--- config.mk ---
export PLATFORM = sky130hd
export DESIGN_NAME = aimux_select
export DESIGN_NICKNAME = d
export VERILOG_FILES = /design/src/rtl/aimux_pkg.sv /design/src/rtl/aimux_select.sv
export SDC_FILE = /design/constraint.sdc
export NUM_CORES = 1
export LEC_CHECK = 0
export BUFFER_PORTS_ARGS = -buffer_cell sky130_fd_sc_hd__buf_2
export CAP_MARGIN = 40
export CORE_UTILIZATION = 43
export CTS_CLUSTER_SIZE = 30
export DETAILED_ROUTE_END_ITERATION = 8
export PLACE_DENSITY = 0.76
export SYNTH_ARGS = -nofsm -noshare
export SYNTH_HDL_FRONTEND = slang
export SYNTH_SLANG_ARGS = --single-unit
--- constraint.sdc ---
create_clock -name ref_clk -period 2.05 [get_ports ref_clk]
set_input_delay 0.205 -clock ref_clk [delete_from_list [all_inputs] [get_ports ref_clk]]
set_output_delay 0.205 -clock ref_clk [all_outputs]
set_load 0.005 [all_outputs]
--- src/rtl/aimux_pkg.sv ---
package aimux_pkg;
   // ==========================================================
   // register map (printed offset not a multiple of four: index)
   localparam logic [7:0] AIMUX_BUF_CTRL_IDX = 8'h62;
   localparam logic [7:0] AIMUX_IN_SEL_IDX = 8'h63;
   localparam logic [9:0] AIMUX_BUF_CTRL_ADDR = {AIMUX_BUF_CTRL_IDX, 2'b00};
   localparam logic [9:0] AIMUX_IN_SEL_ADDR = {AIMUX_IN_SEL_IDX, 2'b00};
   localparam logic [7:0] AIMUX_IN_SEL_RESET = 8'h00;
   localparam logic [7:0] AIMUX_BUF_CTRL_RESET = 8'h00;
   // ==========================================================
   // field positions
   localparam int AIMUX_COL1_SWAP_BIT = 7;
   localparam int AIMUX_COL2_SWAP_BIT = 6;
   localparam int AIMUX_COL1_AMP_BIT = 5;
   localparam int AIMUX_COL2_AMP_BIT = 4;
   localparam int AIMUX_COL0_AMP_BIT = 3;
   localparam int AIMUX_COL3_AMP_BIT = 2;
   localparam int AIMUX_BYPASS_BIT = 1;
   localparam int AIMUX_POWER_BIT = 0;
   // implemented-bit masks per column count
   localparam logic [7:0] AIMUX_IN_MASK_4COL = 8'hFF;
   localparam logic [7:0] AIMUX_IN_MASK_2COL = 8'h0F;
   localparam logic [7:0] AIMUX_IN_MASK_1COL = 8'h00;
   localparam logic [7:0] AIMUX_BUF_MASK_4COL = 8'hFF;
   localparam logic [7:0] AIMUX_BUF_MASK_2COL = 8'hAB;
   localparam logic [7:0] AIMUX_BUF_MASK_1COL = 8'hA3;
   // ==========================================================
   // axi response codes
   localparam logic [1:0] AIMUX_RESP_OKAY = 2'h0;
   localparam logic [1:0] AIMUX_RESP_SLVERR = 2'h2;

   typedef struct packed {
      logic [1:0] col3PinSelect;
      logic [1:0] col2PinSelect;
      logic [1:0] col1PinSelect;
      logic [1:0] col0PinSelect;
      logic col1SourceSwap;
      logic col2SourceSwap;
      logic col0AmpEnable;
      logic col1AmpEnable;
      logic col2AmpEnable;
      logic col3AmpEnable;
      logic driverBypass;
      logic driverHighPower;
   } aimux_ctrl_type;

   typedef struct packed {
      logic [3:0] col0Source;
      logic [3:0] col1Source;
      logic [3:0] col2Source;
      logic [3:0] col3Source;
   } aimux_route_type;
endpackage

--- src/rtl/aimux_select.sv ---
// Design decision made here: the AXI4-Lite slave port.
`timescale 1ns/1ps
// What this block does
// - four columns: input select holds four 2-bit pin fields, one per column.
// - four columns: edge columns use one 4-to-1 mux, inner ones choose of two.
// - columns 1 and 2 have extra selectors driven by buffer control bits.
// - buffer control bit 7 set routes column 0 mux output into column 1.
// - buffer control bit 6 set routes column 3 mux output into column 2.
// - bits 5..2 enable amplifiers of columns 1, 2, 0, 3 respectively.
// - bit 1 puts every output driver in bypass, input straight to output.
// - bit 0 set gives high driver power, clear gives low power.
// - two columns: only the low two select fields exist, rest reserved.
// - two columns: select fields pick among even and odd pins, eight total.
// - two columns reserve bits 6,4,2; one column reserves 6,4,3,2 and keeps 7,5,1,0.
// - input select register exists only with four or two columns.
module aimux_select #(
   parameter int NUM_COLUMNS = 4
) (
   input wire logic ref_clk,
   input wire logic rst,
   input wire logic clkEnable,
   input wire logic [11:0] s_axi_awaddr,
   input wire logic s_axi_awvalid,
   output logic s_axi_awready,
   input wire logic [31:0] s_axi_wdata,
   input wire logic [3:0] s_axi_wstrb,
   input wire logic s_axi_wvalid,
   output logic s_axi_wready,
   output logic [1:0] s_axi_bresp,
   output logic s_axi_bvalid,
   input wire logic s_axi_bready,
   input wire logic [11:0] s_axi_araddr,
   input wire logic s_axi_arvalid,
   output logic s_axi_arready,
   output logic [31:0] s_axi_rdata,
   output logic [1:0] s_axi_rresp,
   output logic s_axi_rvalid,
   input wire logic s_axi_rready,
   output aimux_pkg::aimux_ctrl_type ctrlOut,
   output aimux_pkg::aimux_route_type routeOut
);
   import aimux_pkg::*;

   // ==========================================================
   // implemented bits per column count
   localparam logic [7:0] IN_MASK = (NUM_COLUMNS == 4) ? AIMUX_IN_MASK_4COL :
      (NUM_COLUMNS == 2) ? AIMUX_IN_MASK_2COL : AIMUX_IN_MASK_1COL;
   localparam logic [7:0] BUF_MASK = (NUM_COLUMNS == 4) ? AIMUX_BUF_MASK_4COL :
      (NUM_COLUMNS == 2) ? AIMUX_BUF_MASK_2COL : AIMUX_BUF_MASK_1COL;

   logic [7:0] inSel_q;
   logic [7:0] bufCtrl_q;
   logic awHeld_q;
   logic [9:0] awAddr_q;
   logic wHeld_q;
   logic [31:0] wData_q;
   logic [3:0] wStrb_q;
   logic bValid_q;
   logic [1:0] bResp_q;
   logic rValid_q;
   logic [31:0] rData_q;
   logic [1:0] rResp_q;
   logic writeFire;
   logic writeHitIn;
   logic writeHitBuf;
   logic readHitIn;
   logic readHitBuf;
   logic [9:0] rdAddr;

   // ==========================================================
   // axi write path: address and data taken in either order
   assign s_axi_awready = !awHeld_q && !bValid_q;
   assign s_axi_wready = !wHeld_q && !bValid_q;
   assign writeFire = awHeld_q && wHeld_q && !bValid_q;
   // wide ports so an unmapped address never aliases onto a register
   assign writeHitIn = (awAddr_q == AIMUX_IN_SEL_ADDR) && (NUM_COLUMNS != 1);
   assign writeHitBuf = (awAddr_q == AIMUX_BUF_CTRL_ADDR);

   always_ff @(posedge ref_clk) begin
      if (rst) begin
         awHeld_q <= 1'b0;
         awAddr_q <= 10'h000;
      end else if (clkEnable) begin
         if (s_axi_awvalid && s_axi_awready) begin
            awHeld_q <= 1'b1;
            awAddr_q <= s_axi_awaddr[9:0] | {9'h000, |s_axi_awaddr[11:10]};
         end else if (writeFire) begin
            awHeld_q <= 1'b0;
         end
      end
   end

   always_ff @(posedge ref_clk) begin
      if (rst) begin
         wHeld_q <= 1'b0;
         wData_q <= 32'h0000_0000;
         wStrb_q <= 4'h0;
      end else if (clkEnable) begin
         if (s_axi_wvalid && s_axi_wready) begin
            wHeld_q <= 1'b1;
            wData_q <= s_axi_wdata;
            wStrb_q <= s_axi_wstrb;
         end else if (writeFire) begin
            wHeld_q <= 1'b0;
         end
      end
   end

   always_ff @(posedge ref_clk) begin
      if (rst) begin
         bValid_q <= 1'b0;
         bResp_q <= AIMUX_RESP_OKAY;
      end else if (clkEnable) begin
         if (writeFire) begin
            bValid_q <= 1'b1;
            bResp_q <= (writeHitIn || writeHitBuf) ? AIMUX_RESP_OKAY : AIMUX_RESP_SLVERR;
         end else if (s_axi_bready) begin
            bValid_q <= 1'b0;
         end
      end
   end

   // ==========================================================
   // registers: only implemented bits store, reserved stay zero
   always_ff @(posedge ref_clk) begin
      if (rst) begin
         inSel_q <= AIMUX_IN_SEL_RESET;
      end else if (clkEnable && writeFire && writeHitIn && wStrb_q[0]) begin
         inSel_q <= wData_q[7:0] & IN_MASK;
      end
   end

   always_ff @(posedge ref_clk) begin
      if (rst) begin
         bufCtrl_q <= AIMUX_BUF_CTRL_RESET;
      end else if (clkEnable && writeFire && writeHitBuf && wStrb_q[0]) begin
         bufCtrl_q <= wData_q[7:0] & BUF_MASK;
      end
   end

   // ==========================================================
   // axi read path
   assign s_axi_arready = !rValid_q;
   assign rdAddr = s_axi_araddr[9:0] | {9'h000, |s_axi_araddr[11:10]};
   assign readHitIn = (rdAddr == AIMUX_IN_SEL_ADDR) && (NUM_COLUMNS != 1);
   assign readHitBuf = (rdAddr == AIMUX_BUF_CTRL_ADDR);

   always_ff @(posedge ref_clk) begin
      if (rst) begin
         rValid_q <= 1'b0;
         rData_q <= 32'h0000_0000;
         rResp_q <= AIMUX_RESP_OKAY;
      end else if (clkEnable) begin
         if (s_axi_arvalid && !rValid_q) begin
            rValid_q <= 1'b1;
            rData_q <= readHitIn ? {24'h000000, inSel_q} :
               readHitBuf ? {24'h000000, bufCtrl_q} : 32'h0000_0000;
            rResp_q <= (readHitIn || readHitBuf) ? AIMUX_RESP_OKAY : AIMUX_RESP_SLVERR;
         end else if (s_axi_rready) begin
            rValid_q <= 1'b0;
         end
      end
   end

   assign s_axi_bvalid = bValid_q;
   assign s_axi_bresp = bResp_q;
   assign s_axi_rvalid = rValid_q;
   assign s_axi_rdata = rData_q;
   assign s_axi_rresp = rResp_q;

   // ==========================================================
   // control outputs straight from register bits
   assign ctrlOut.col0PinSelect = inSel_q[1:0];
   assign ctrlOut.col1PinSelect = inSel_q[3:2];
   assign ctrlOut.col2PinSelect = inSel_q[5:4];
   assign ctrlOut.col3PinSelect = inSel_q[7:6];
   assign ctrlOut.col1SourceSwap = bufCtrl_q[AIMUX_COL1_SWAP_BIT];
   assign ctrlOut.col2SourceSwap = bufCtrl_q[AIMUX_COL2_SWAP_BIT];
   assign ctrlOut.col1AmpEnable = bufCtrl_q[AIMUX_COL1_AMP_BIT];
   assign ctrlOut.col2AmpEnable = bufCtrl_q[AIMUX_COL2_AMP_BIT];
   assign ctrlOut.col0AmpEnable = bufCtrl_q[AIMUX_COL0_AMP_BIT];
   assign ctrlOut.col3AmpEnable = bufCtrl_q[AIMUX_COL3_AMP_BIT];
   assign ctrlOut.driverBypass = bufCtrl_q[AIMUX_BYPASS_BIT];
   assign ctrlOut.driverHighPower = bufCtrl_q[AIMUX_POWER_BIT];

   // ==========================================================
   // one-hot switch selects per column; each 4-to-1 mux decodes a field
   function automatic logic [3:0] decode4(input logic [1:0] sel);
      decode4 = 4'h1 << sel;
   endfunction

   // inner columns take a neighbour's mux output when swapped; edges have one
   always_comb begin
      routeOut.col0Source = decode4(inSel_q[1:0]);
      routeOut.col3Source = decode4(inSel_q[7:6]);
      routeOut.col1Source = bufCtrl_q[AIMUX_COL1_SWAP_BIT] ? decode4(inSel_q[1:0]) :
         decode4(inSel_q[3:2]);
      routeOut.col2Source = bufCtrl_q[AIMUX_COL2_SWAP_BIT] ? decode4(inSel_q[7:6]) :
         decode4(inSel_q[5:4]);
   end
endmodule // aimux_select

==> key figures, run 1 <==
Outcome
  • Status: completed

Synth
  • Top_reg_cell synth: dfxtp_1
  • Top post-synthesis cells by area: dfxtp_1 42%, mux2i_1 10%, buf_4 8.3%, nand2b_1 6.9%, nand2_1 6.8%
  • Cells after synthesis: 265
  • Yosys top cell by area: dfxtp_1
  • Yosys top cell area share: 0.415
  • Cell Area, Synth: 0.00236 mm^2
  • Register area share after synthesis: 0.415
  • Mapped Avg Cell Area: 8.92 um^2
  • Most frequent cell after synthesis: dfxtp_1
  • Synth Register Bits: 49
  • Synth cell count leaders: 49 x dfxtp_1, 43 x nand2_1, 26 x buf_4, 26 x nand2b_1, 24 x mux2i_1
  • Library cells used by synthesis: 35
  • Number of synthesized flops with an enable pin: 0
  • Yosys warns: 0
  • Asr flop ratio synth: 0

Setup path
  • Critical R2R Launch: awAddr_q[4]
  • Critical Path Start Type: register
  • Critical-path cell list: or4b_4 > or4_4 > mux2i_1
  • Delay-heaviest family, CP: simple AND/OR/NAND/NOR gates
  • Critical path type: reg -> reg
  • Slowest stage delay, CP: 0.66 ns
  • Setup crit end kind: register
  • Bufs and invs on worst path: 0
  • Crit path from: awAddr_q[4]
  • WP data arrival: 1.99 ns
  • Critical Path RT: 2.24 ns
  • Slowest-stage cell, CP: or4_4
  • CP Max Fanout: 8

Routing
  • Vias/cell: 4.71
  • Routed len/inst: 11.2 um
  • Vias: 1989
  • Antenna Nets Post-Route: 0
  • DRC: 0
  • DR iter-0 viols: 66
  • Wirelength, routed: 4740 um
  • Iteration count of the initial detailed-routing pass: 4

Timing
  • Final Max Slew Viols: 0
  • Peak Freq: 554 MHz
  • Final worst slack: 0.245 ns
  • Final period util: 0.880
  • Final setup fails: 0
  • WHS: 0.143 ns
  • Max transition margin: 0.643
  • Setup TNS: 0 ns
  • Worst-Margin Slew: 0.534 ns
  • Min Tclk post-route: 1.80 ns
  • Skew final: 0.00908 ns
  • RSZ-0062 raised after global routing: no
  • Final Hold Vio Count: 0

Min path
  • Critical hold path startpoint: s_axi_wdata[5]
  • HP Class: in -> reg

Placed design
  • GPL Wtd Cong: 0.764
  • IO buf count: 87
  • Worst slack, placed: 0.240 ns
  • Number of placed cells counting well taps: 414
  • Hpwl dp: 3540 um

Clock network
  • Post-CTS setup buffer count: 0
  • TritonCTS buffer count: 5
  • CTS tree: yes
  • Worst-path clk slew: 0.09 ns
  • Total clock sinks: 49
  • Hold-fix buffers, CTS: 0
  • Root buffer cell: clkbuf_8
  • Maximum buffer depth of the clock tree: 2
  • Htree depth: 2
  • # resized after CTS: 0
  • Clk_lat worst skew: 0.29 ns

GRT
  • GRT Residual Overflow: 0
  • Initial antenna violation count: 0
  • Gr usage total: 0.164
  • Largest net degree at the start of global routing: 51
  • First-pass GRT wire length: 7830 um
  • Vias in the first global route: 1794

Cells and area
  • Multi-input gate area: 0.00121 mm^2
  • Ant diodes: 0
  • Area delta synth->final: 22.0%
  • Storage element area: 981 um^2
  • Nets@finish: 419
  • Fillcell total: 515
  • Share of layout cells above drive strength 1: 0.298
  • Final non-filler cell total: 422

Floorplanning
  • DIE AREA: 0.00580 mm^2
  • Chip height: 76.1 um
  • # IOs: 141
  • Placeable Area: 0.00520 mm^2
  • Initial core utilization: 0.454
  • Die width: 76.1 um
  • Rows: 26

Power and ir drop
  • Max rail drop VDD: 0.590 mV
  • Pleak: 0.00133 uW
  • PD cells: 642 mW/mm^2

Job
  • Max Cap Violations: 0
-- cell families after synthesis --
group	synth area share
AO/OA/AOI/OAI	0.103
multiplexers	0.102
AND/OR/NAND/NOR	0.265
other	0.00159
buffers and inverters	0.114
flip-flops	0.415
-- state kept, by name, summed over array words and instances, names as in the netlist --
signal	cells
s_axi_bvalid	1
awHeld_q	1
awAddr_q	10
bufCtrl_q	8
s_axi_rvalid	1
s_axi_bresp	1
s_axi_rdata	8
inSel_q	8
wHeld_q	1
wStrb_q	1
s_axi_rresp	1
wData_q	8
-- placed cells by master (no fill, tap or decap), drive strengths merged, types with 2 or more instances in the layout --
cell / count
o2bb2ai: 8
nand2b: 26
a22o: 4
buf: 92
nor4: 2
nand2: 43
o21ai: 4
nand4bb: 2
nor3b: 2
nor3: 2
nor4b: 2
inv: 4
dfxtp: 49
a21oi: 22
nor2b: 4
nor4bb: 3
and2: 2
nand4b: 2
clkbuf: 6
nor2: 13
mux2i: 24
conb: 26
-- routing by layer --
| metal | vias to the layer above | global-route usage | share of wire | wire [um] |
|---|---|---|---|---|
| met2 | 60 | 0.286 | 0.49 | 2300 |
| met4 | 0 | 0.0577 | 0.014 | 67 |
| met3 | 7 | 0.0407 | 0.046 | 220 |
| li1 | 1027 | - | - | - |
| met5 | - | 0 | 0 | 0 |
| met1 | 895 | 0.194 | 0.45 | 2150 |
-- path summary, 6_finish.rpt --
path | slack, ns | end | depth (start not counted)
worst min register to register | 0.46 | awAddr_q[3] | 2
worst max-delay path | 0.25 | bufCtrl_q[7] | 3
worst max register to register | 0.25 | bufCtrl_q[7] | 3
worst min-delay path | 0.14 | wData_q[5] | 3
-- where the power goes --
group | switching [uW] | internal, uW | total (uW) | leakage (uW)
Clock | 304 | 397 | 700 | 0.0000574
Sequential | 16.2 | 976 | 992 | 0.000398
Combinational | 84.8 | 74.6 | 159 | 0.000879
-- stage by stage --
stage / utilization / power [uW] / instance area [um^2]
final: 0.554 / 1850 / 2880
after detailed placement: 0.531 / 1170 / 2760
after CTS: 0.554 / 1870 / 2880
after floorplan: - / 1150 / 2460
after global routing: 0.554 / 1940 / 2880
after global placement: 0.531 / 1170 / 2760
-- worst min-delay path: stages --
cell and delay, ns:
buf_2 0.09, nand2_1 0.05, a21oi_1 0.05
-- layout make-up --
type	count	share of cell area
timing repair buffer	92	0.164
sequential	49	0.340
clock buffer	6	0.0286
inverter	4	0.00521
clock inverter	2	0.0130
tap	70	0.0304
multi-input combinational	199	0.419
Note: power is estimated with default switching activity, not from simulation.
==> inputs of run 2 (changes only) <==
--- a/config.mk
+++ b/config.mk
@@ -7,10 +7,11 @@
 export LEC_CHECK = 0
 export BUFFER_PORTS_ARGS = -buffer_cell sky130_fd_sc_hd__buf_2
 export CAP_MARGIN = 40
-export CORE_UTILIZATION = 43
+export CORE_UTILIZATION = 45
+export CTS_BUF_LIST = sky130_fd_sc_hd__clkbuf_4 sky130_fd_sc_hd__clkbuf_8
 export CTS_CLUSTER_SIZE = 30
 export DETAILED_ROUTE_END_ITERATION = 8
-export PLACE_DENSITY = 0.76
+export PLACE_DENSITY = 0.8
 export SYNTH_ARGS = -nofsm -noshare
 export SYNTH_HDL_FRONTEND = slang
 export SYNTH_SLANG_ARGS = --single-unit
==> constraint.sdc (replaced) <==
create_clock -name ref_clk -period 2.05 [get_ports ref_clk]
set_input_delay 0.5125 -clock ref_clk [delete_from_list [all_inputs] [get_ports ref_clk]]
set_output_delay 0.5125 -clock ref_clk [all_outputs]
set_load 0.005 [all_outputs]
==> key figures, run 2 (same netlist as run 1, synthesis figures left out) <==
Cells and area
  • Share of layout cells above drive strength 1: 0.301 (+0.00284)
  • Nets@finish: 420 (+0.24%)
  • Max FFs per register: 10 (unchanged)
  • Leading cell types in the layout, fill and taps excluded: 87 x buf_2, 49 x dfxtp_1, 43 x nand2_1, 26 x nand2b_1, 26 x conb_1
  • Commonest non-fill, non-tap cell in the layout: buf_2
  • Reg with most FFs: awAddr_q
  • Ant diodes: 0 (unchanged)
  • Area delta synth->final: 21.3%

Clock network
  • # resized after CTS: 0 (unchanged)
  • Worst-path clk slew: 0.08 ns (about the same)
  • Clk_lat worst skew: 0.29 ns (about the same)
  • Post-CTS setup buffer count: 0 (unchanged)
  • Htree depth: 2 (unchanged)
  • Maximum buffer depth of the clock tree: 2 (unchanged)
  • CTS tree: yes
  • Hold-fix buffers, CTS: 0 (unchanged)
  • TritonCTS buffer count: 5 (unchanged)
  • Root buffer cell: clkbuf_8
  • Total clock sinks: 49 (unchanged)

Routing
  • Antenna Nets Post-Route: 0 (unchanged)
  • DRC: 0 (unchanged)
  • Vias/cell: 4.74 (+0.65%)
  • DR iter-0 viols: 84 (+27%)
  • Wirelength, routed: 4770 um (+0.55%)
  • Routed len/inst: 11.3 um (+0.55%)
  • Iteration count of the initial detailed-routing pass: 4 (unchanged)
  • Vias: 2002 (+0.65%)

Setup path
  • Critical path type: reg -> reg
  • WP data arrival: 2.01 ns (+0.02 ns)
  • Setup crit end kind: register
  • Slowest stage delay, CP: 0.67 ns (about the same)
  • Critical Path RT: 2.23 ns (about the same)
  • Slowest-stage cell, CP: or4_4
  • CP Max Fanout: 8 (unchanged)
  • Critical Path Start Type: register
  • Critical-path cell list: or4b_4 > or4_4 > mux2i_1

GRT
  • Initial antenna violation count: 0 (unchanged)
  • GRT Residual Overflow: 0 (unchanged)
  • Gr usage total: 0.173 (+0.00916)
  • First-pass GRT wire length: 7380 um (-5.7%)
  • Largest net degree at the start of global routing: 35 (-31%)
  • Vias in the first global route: 1669 (-7.0%)

Floorplanning
  • DIE AREA: 0.00555 mm^2 (-4.3%)
  • Chip height: 74.5 um (-2.2%)
  • Die width: 74.5 um (-2.2%)
  • # IOs: 141 (unchanged)
  • Rows: 26 (unchanged)
  • Placeable Area: 0.00507 mm^2 (-2.5%)
  • Initial core utilization: 0.466 (+0.0116)

Timing
  • Final setup fails: 0 (unchanged)
  • Min Tclk post-route: 1.83 ns (+0.0263 ns)
  • Skew final: 0.00671 ns (-0.00237 ns)
  • Final period util: 0.893 (+0.0128)
  • Final Max Slew Viols: 0 (unchanged)
  • Final Hold Vio Count: 0 (unchanged)
  • Final worst slack: 0.219 ns (-0.0263 ns)
  • Peak Freq: 546 MHz (-1.4%)
  • Setup TNS: 0 ns (unchanged)
  • RSZ-0062 raised after global routing: no

Job
  • Max Cap Violations: 0 (unchanged)

Power and ir drop
  • Max rail drop VDD: 0.374 mV (-37%)
  • Pleak: 0.00133 uW (-0.28%)
  • PD cells: 601 mW/mm^2 (-6.3%)
  • Final Power: 1720 uW (-6.8%)

Placed design
  • Worst slack, placed: 0.229 ns (-0.0115 ns)
  • Hpwl dp: 3540 um (+0.23%)
  • IO buf count: 87 (unchanged)
  • GPL Wtd Cong: 0.724 (-5.3%)

Min path
  • HP Class: in -> reg

Outcome
  • Status: completed
[run 2: worst max-delay path, delay by kind of cell, from the launching register on]
| kind | cells | cell delay (ns) |
|---|---|---|
| and+or+nand+nor | 2 | 1.24 |
| DFF | 1 | 0.32 |
| muxes | 1 | 0.16 |
[run 2: report_power, final]
part	switching, uW	leakage (uW)	total [uW]	internal (uW)
Combinational	84.9	0.000885	162	76.9
Clock	289	0.0000477	571	281
Sequential	16.6	0.000398	992	976
Total	391	0.00133	1720	1330
[run 2: layout make-up]
cell class,count,area [um^2]
well taps,70,87.6
clock buffers,7,90.1
fillers,484,2210
repair buffers,93,480
flip-flops and latches,49,981
inverters,4,15.0
multi-input cells,199,1210
[run 2: through the flow]
stage | area, um^2 | instances | hold slack (ns) | util
2_1_floorplan | 2460 | 290 | 0.432 | -
3_3_place_gp | 2780 | 415 | 0.438 | 0.547
3_5_place_dp | 2780 | 415 | 0.441 | 0.547
4_1_cts | 2870 | 422 | 0.442 | 0.565
5_1_grt | 2870 | 422 | 0.447 | 0.565
6_report | 2870 | 422 | 0.446 | 0.565
[run 2: worst paths after layout]
| path | startpoint | to | slack [ns] | cells past startpoint |
|---|---|---|---|---|
| worst min-delay path | s_axi_awaddr[3] | awAddr_q[3] | 0.45 | 3 |
| worst min register to register | awAddr_q[3] | awAddr_q[3] | 0.45 | 2 |
| worst max register to register | awAddr_q[4] | bufCtrl_q[4] | 0.22 | 3 |
| worst max-delay path | awAddr_q[4] | bufCtrl_q[4] | 0.22 | 3 |
[run 2: metal layers]
metal,vias up,routed length (um),track usage
li1,1024,-,-
met3,5,259,0.0474
met1,913,2230,0.209
met2,60,2230,0.297
met5,-,0,0
met4,0,57,0.0566
==> inputs of run 3 (changes only) <==
--- a/config.mk
+++ b/config.mk
@@ -7,11 +7,11 @@
 export LEC_CHECK = 0
 export BUFFER_PORTS_ARGS = -buffer_cell sky130_fd_sc_hd__buf_2
 export CAP_MARGIN = 40
-export CORE_UTILIZATION = 45
+export CORE_UTILIZATION = 40
 export CTS_BUF_LIST = sky130_fd_sc_hd__clkbuf_4 sky130_fd_sc_hd__clkbuf_8
 export CTS_CLUSTER_SIZE = 30
 export DETAILED_ROUTE_END_ITERATION = 8
-export PLACE_DENSITY = 0.8
+export PLACE_DENSITY = 0.75
 export SYNTH_ARGS = -nofsm -noshare
 export SYNTH_HDL_FRONTEND = slang
 export SYNTH_SLANG_ARGS = --single-unit
==> constraint.sdc (replaced) <==
create_clock -name ref_clk -period 1.6 [get_ports ref_clk]
set_input_delay 0.4 -clock ref_clk [delete_from_list [all_inputs] [get_ports ref_clk]]
set_output_delay 0.4 -clock ref_clk [all_outputs]
set_load 0.005 [all_outputs]
==> key figures, run 3 (same netlist as run 1, synthesis figures left out) <==
Routing
  • Wirelength, routed: 4750 um (-0.46%)
  • Antenna Nets Post-Route: 0 (unchanged)
  • Vias: 2017 (+0.75%)
  • Met2 wire length: 2280 um (+2.1%)
  • DR iter-0 viols: 83 (-1.2%)
  • DRT met1 WL: 2160 um (-2.7%)
  • Vias/cell: 4.65 (-2.0%)
  • Routed len/inst: 10.9 um (-3.2%)
  • Top Metal Used: met4
  • Iteration count of the initial detailed-routing pass: 4 (unchanged)
  • DR WL met3: 290 um (+12%)
  • DRC: 0 (unchanged)

Clock network
  • Htree depth: 2 (unchanged)
  • Worst-path clk slew: 0.08 ns (about the same)
  • Total clock sinks: 49 (unchanged)
  • Root buffer cell: clkbuf_8
  • Maximum buffer depth of the clock tree: 2 (unchanged)
  • Clk_lat worst skew: 0.29 ns (about the same)
  • TritonCTS buffer count: 5 (unchanged)
  • CTS tree: yes

Cells and area
  • Leading cell types in the layout, fill and taps excluded: 87 x buf_2, 43 x nand2_1, 38 x dfxtp_1, 26 x nand2b_1, 26 x conb_1
  • Max FFs per register: 10 (unchanged)
  • Fillcell total: 548 (+13%)
  • Share of layout cells above drive strength 1: 0.354 (+0.0525)
  • Area delta synth->final: 26.4%
  • Layout Utilization: 0.533 (-0.0323)
  • Nets@finish: 430 (+2.4%)
  • Ant diodes: 0 (unchanged)
  • Reg with most FFs: awAddr_q
  • Commonest non-fill, non-tap cell in the layout: buf_2

Timing
  • Worst-Margin Slew: 0.548 ns
  • RSZ-0062 raised after global routing: yes
  • Setup TNS: -0.804 ns (-0.804 ns)
  • Final worst slack: -0.106 ns (-0.325 ns)
  • Final Max Slew Viols: 0 (unchanged)
  • Max transition margin: 0.634
  • Min Tclk post-route: 1.71 ns (-0.125 ns)
  • Final period util: 1.07 (+0.173)
  • Final Hold Vio Count: 0 (unchanged)
  • Peak Freq: 586 MHz (+7.3%)
  • Final setup fails: 11 (+11)
  • Skew final: 0.0113 ns (+0.00457 ns)

Floorplanning
  • DIE AREA: 0.00622 mm^2 (+12%)
  • Die width: 78.9 um (+5.9%)
  • Placeable Area: 0.00561 mm^2 (+11%)
  • Initial core utilization: 0.421 (-0.0443)
  • Rows: 27 (+3.8%)
  • # IOs: 141 (unchanged)
  • Chip height: 78.9 um (+5.9%)

Placed design
  • Hpwl dp: 3630 um (+2.5%)
  • GPL Wtd Cong: 0.700 (-3.3%)
  • IO buf count: 87 (unchanged)

Setup path
  • Setup crit end kind: register
  • WP data arrival: 1.89 ns (-0.12 ns)
  • Critical Path Start Type: register
  • Crit path from: awAddr_q[4]
  • Slowest-stage cell, CP: or4b_4
  • Critical-path cell list: or4b_4 > or4_4 > mux2i_1
  • Slowest stage delay, CP: 0.57 ns (-0.10 ns)
  • Critical R2R Launch: awAddr_q[4]
  • CP Max Fanout: 8 (unchanged)
  • Critical path type: reg -> reg
  • Critical Path RT: 1.78 ns (-0.45 ns)

GRT
  • Vias in the first global route: 1827 (+9.5%)
  • GRT Residual Overflow: 0 (unchanged)
  • First-pass GRT wire length: 7870 um (+6.6%)
  • Gr usage total: 0.156 (-0.0171)
  • Largest net degree at the start of global routing: 32 (-8.6%)
  • Initial antenna violation count: 0 (unchanged)

Outcome
  • Failing checks: setup timing
  • Status: complete, but fails checks

Power and ir drop
  • Pleak: 0.00139 uW (+4.7%)
  • Max rail drop VDD: 0.577 mV (+54%)
  • PD cells: 740 mW/mm^2 (+23%)

Min path
  • Critical hold path startpoint: s_axi_awaddr[7]
  • HP Class: in -> reg

Job
  • Max Cap Violations: 0 (unchanged)
## run 3: stage by stage
step,power [uW],hold slack (ns),setup WS [ns],instances,cell area [um^2]
3_3_place_gp,1520,0.439,-0.122,427,2880
5_1_grt,2320,0.335,-0.157,434,2990
4_1_cts,2240,0.330,-0.107,434,2980
6_report,2210,0.337,-0.106,434,2990
2_1_floorplan,1470,0.432,-0.0848,290,2460
3_5_place_dp,1530,0.446,-0.136,427,2880
## run 3: power breakdown
group / switching [uW] / leakage [uW] / internal (uW)
Clock: 376 / 0.0000433 / 342
Sequential: 20.7 / 0.000403 / 1250
Combinational: 113 / 0.000946 / 112
## run 3: area by class of cell
cell class                 instances  area (um^2)  area share
timing repair buffer             103          568       0.190
multi-input combinational        199         1230       0.411
clock buffer                       6         82.6      0.0276
inverter                           4         15.0     0.00503
sequential                        49          997       0.334
clock inverter                     1         7.51     0.00251
tap                               72         90.1      0.0302
## run 3: worst paths after layout
path	cells after the start	to	slack (ns)
hold reg to reg	2	awAddr_q[7]	0.45
setup / recovery	3	bufCtrl_q[4]	-0.11
setup reg to reg	3	bufCtrl_q[4]	-0.11
hold / removal	3	awAddr_q[7]	0.34
## run 3: worst max-delay path: cells and delay by family, from the launching register on
family        cells  cell delay (ns)
flops             1             0.33
mux               1             0.16
simple gates      2             1.12
## run 3: timing repair
item	CTS	global route
resized for setup	4	9
hold buffers	0	0
setup endpoints to repair	21	24
pin swaps	2	0
cloned	0	0
buffers inserted	0	0
## run 3: routing by layer
metal | up-vias | global-route usage
met5 | - | 0
met4 | 0 | 0.0436
met3 | 2 | 0.0494
met2 | 58 | 0.271
met1 | 918 | 0.183
li1 | 1039 | -
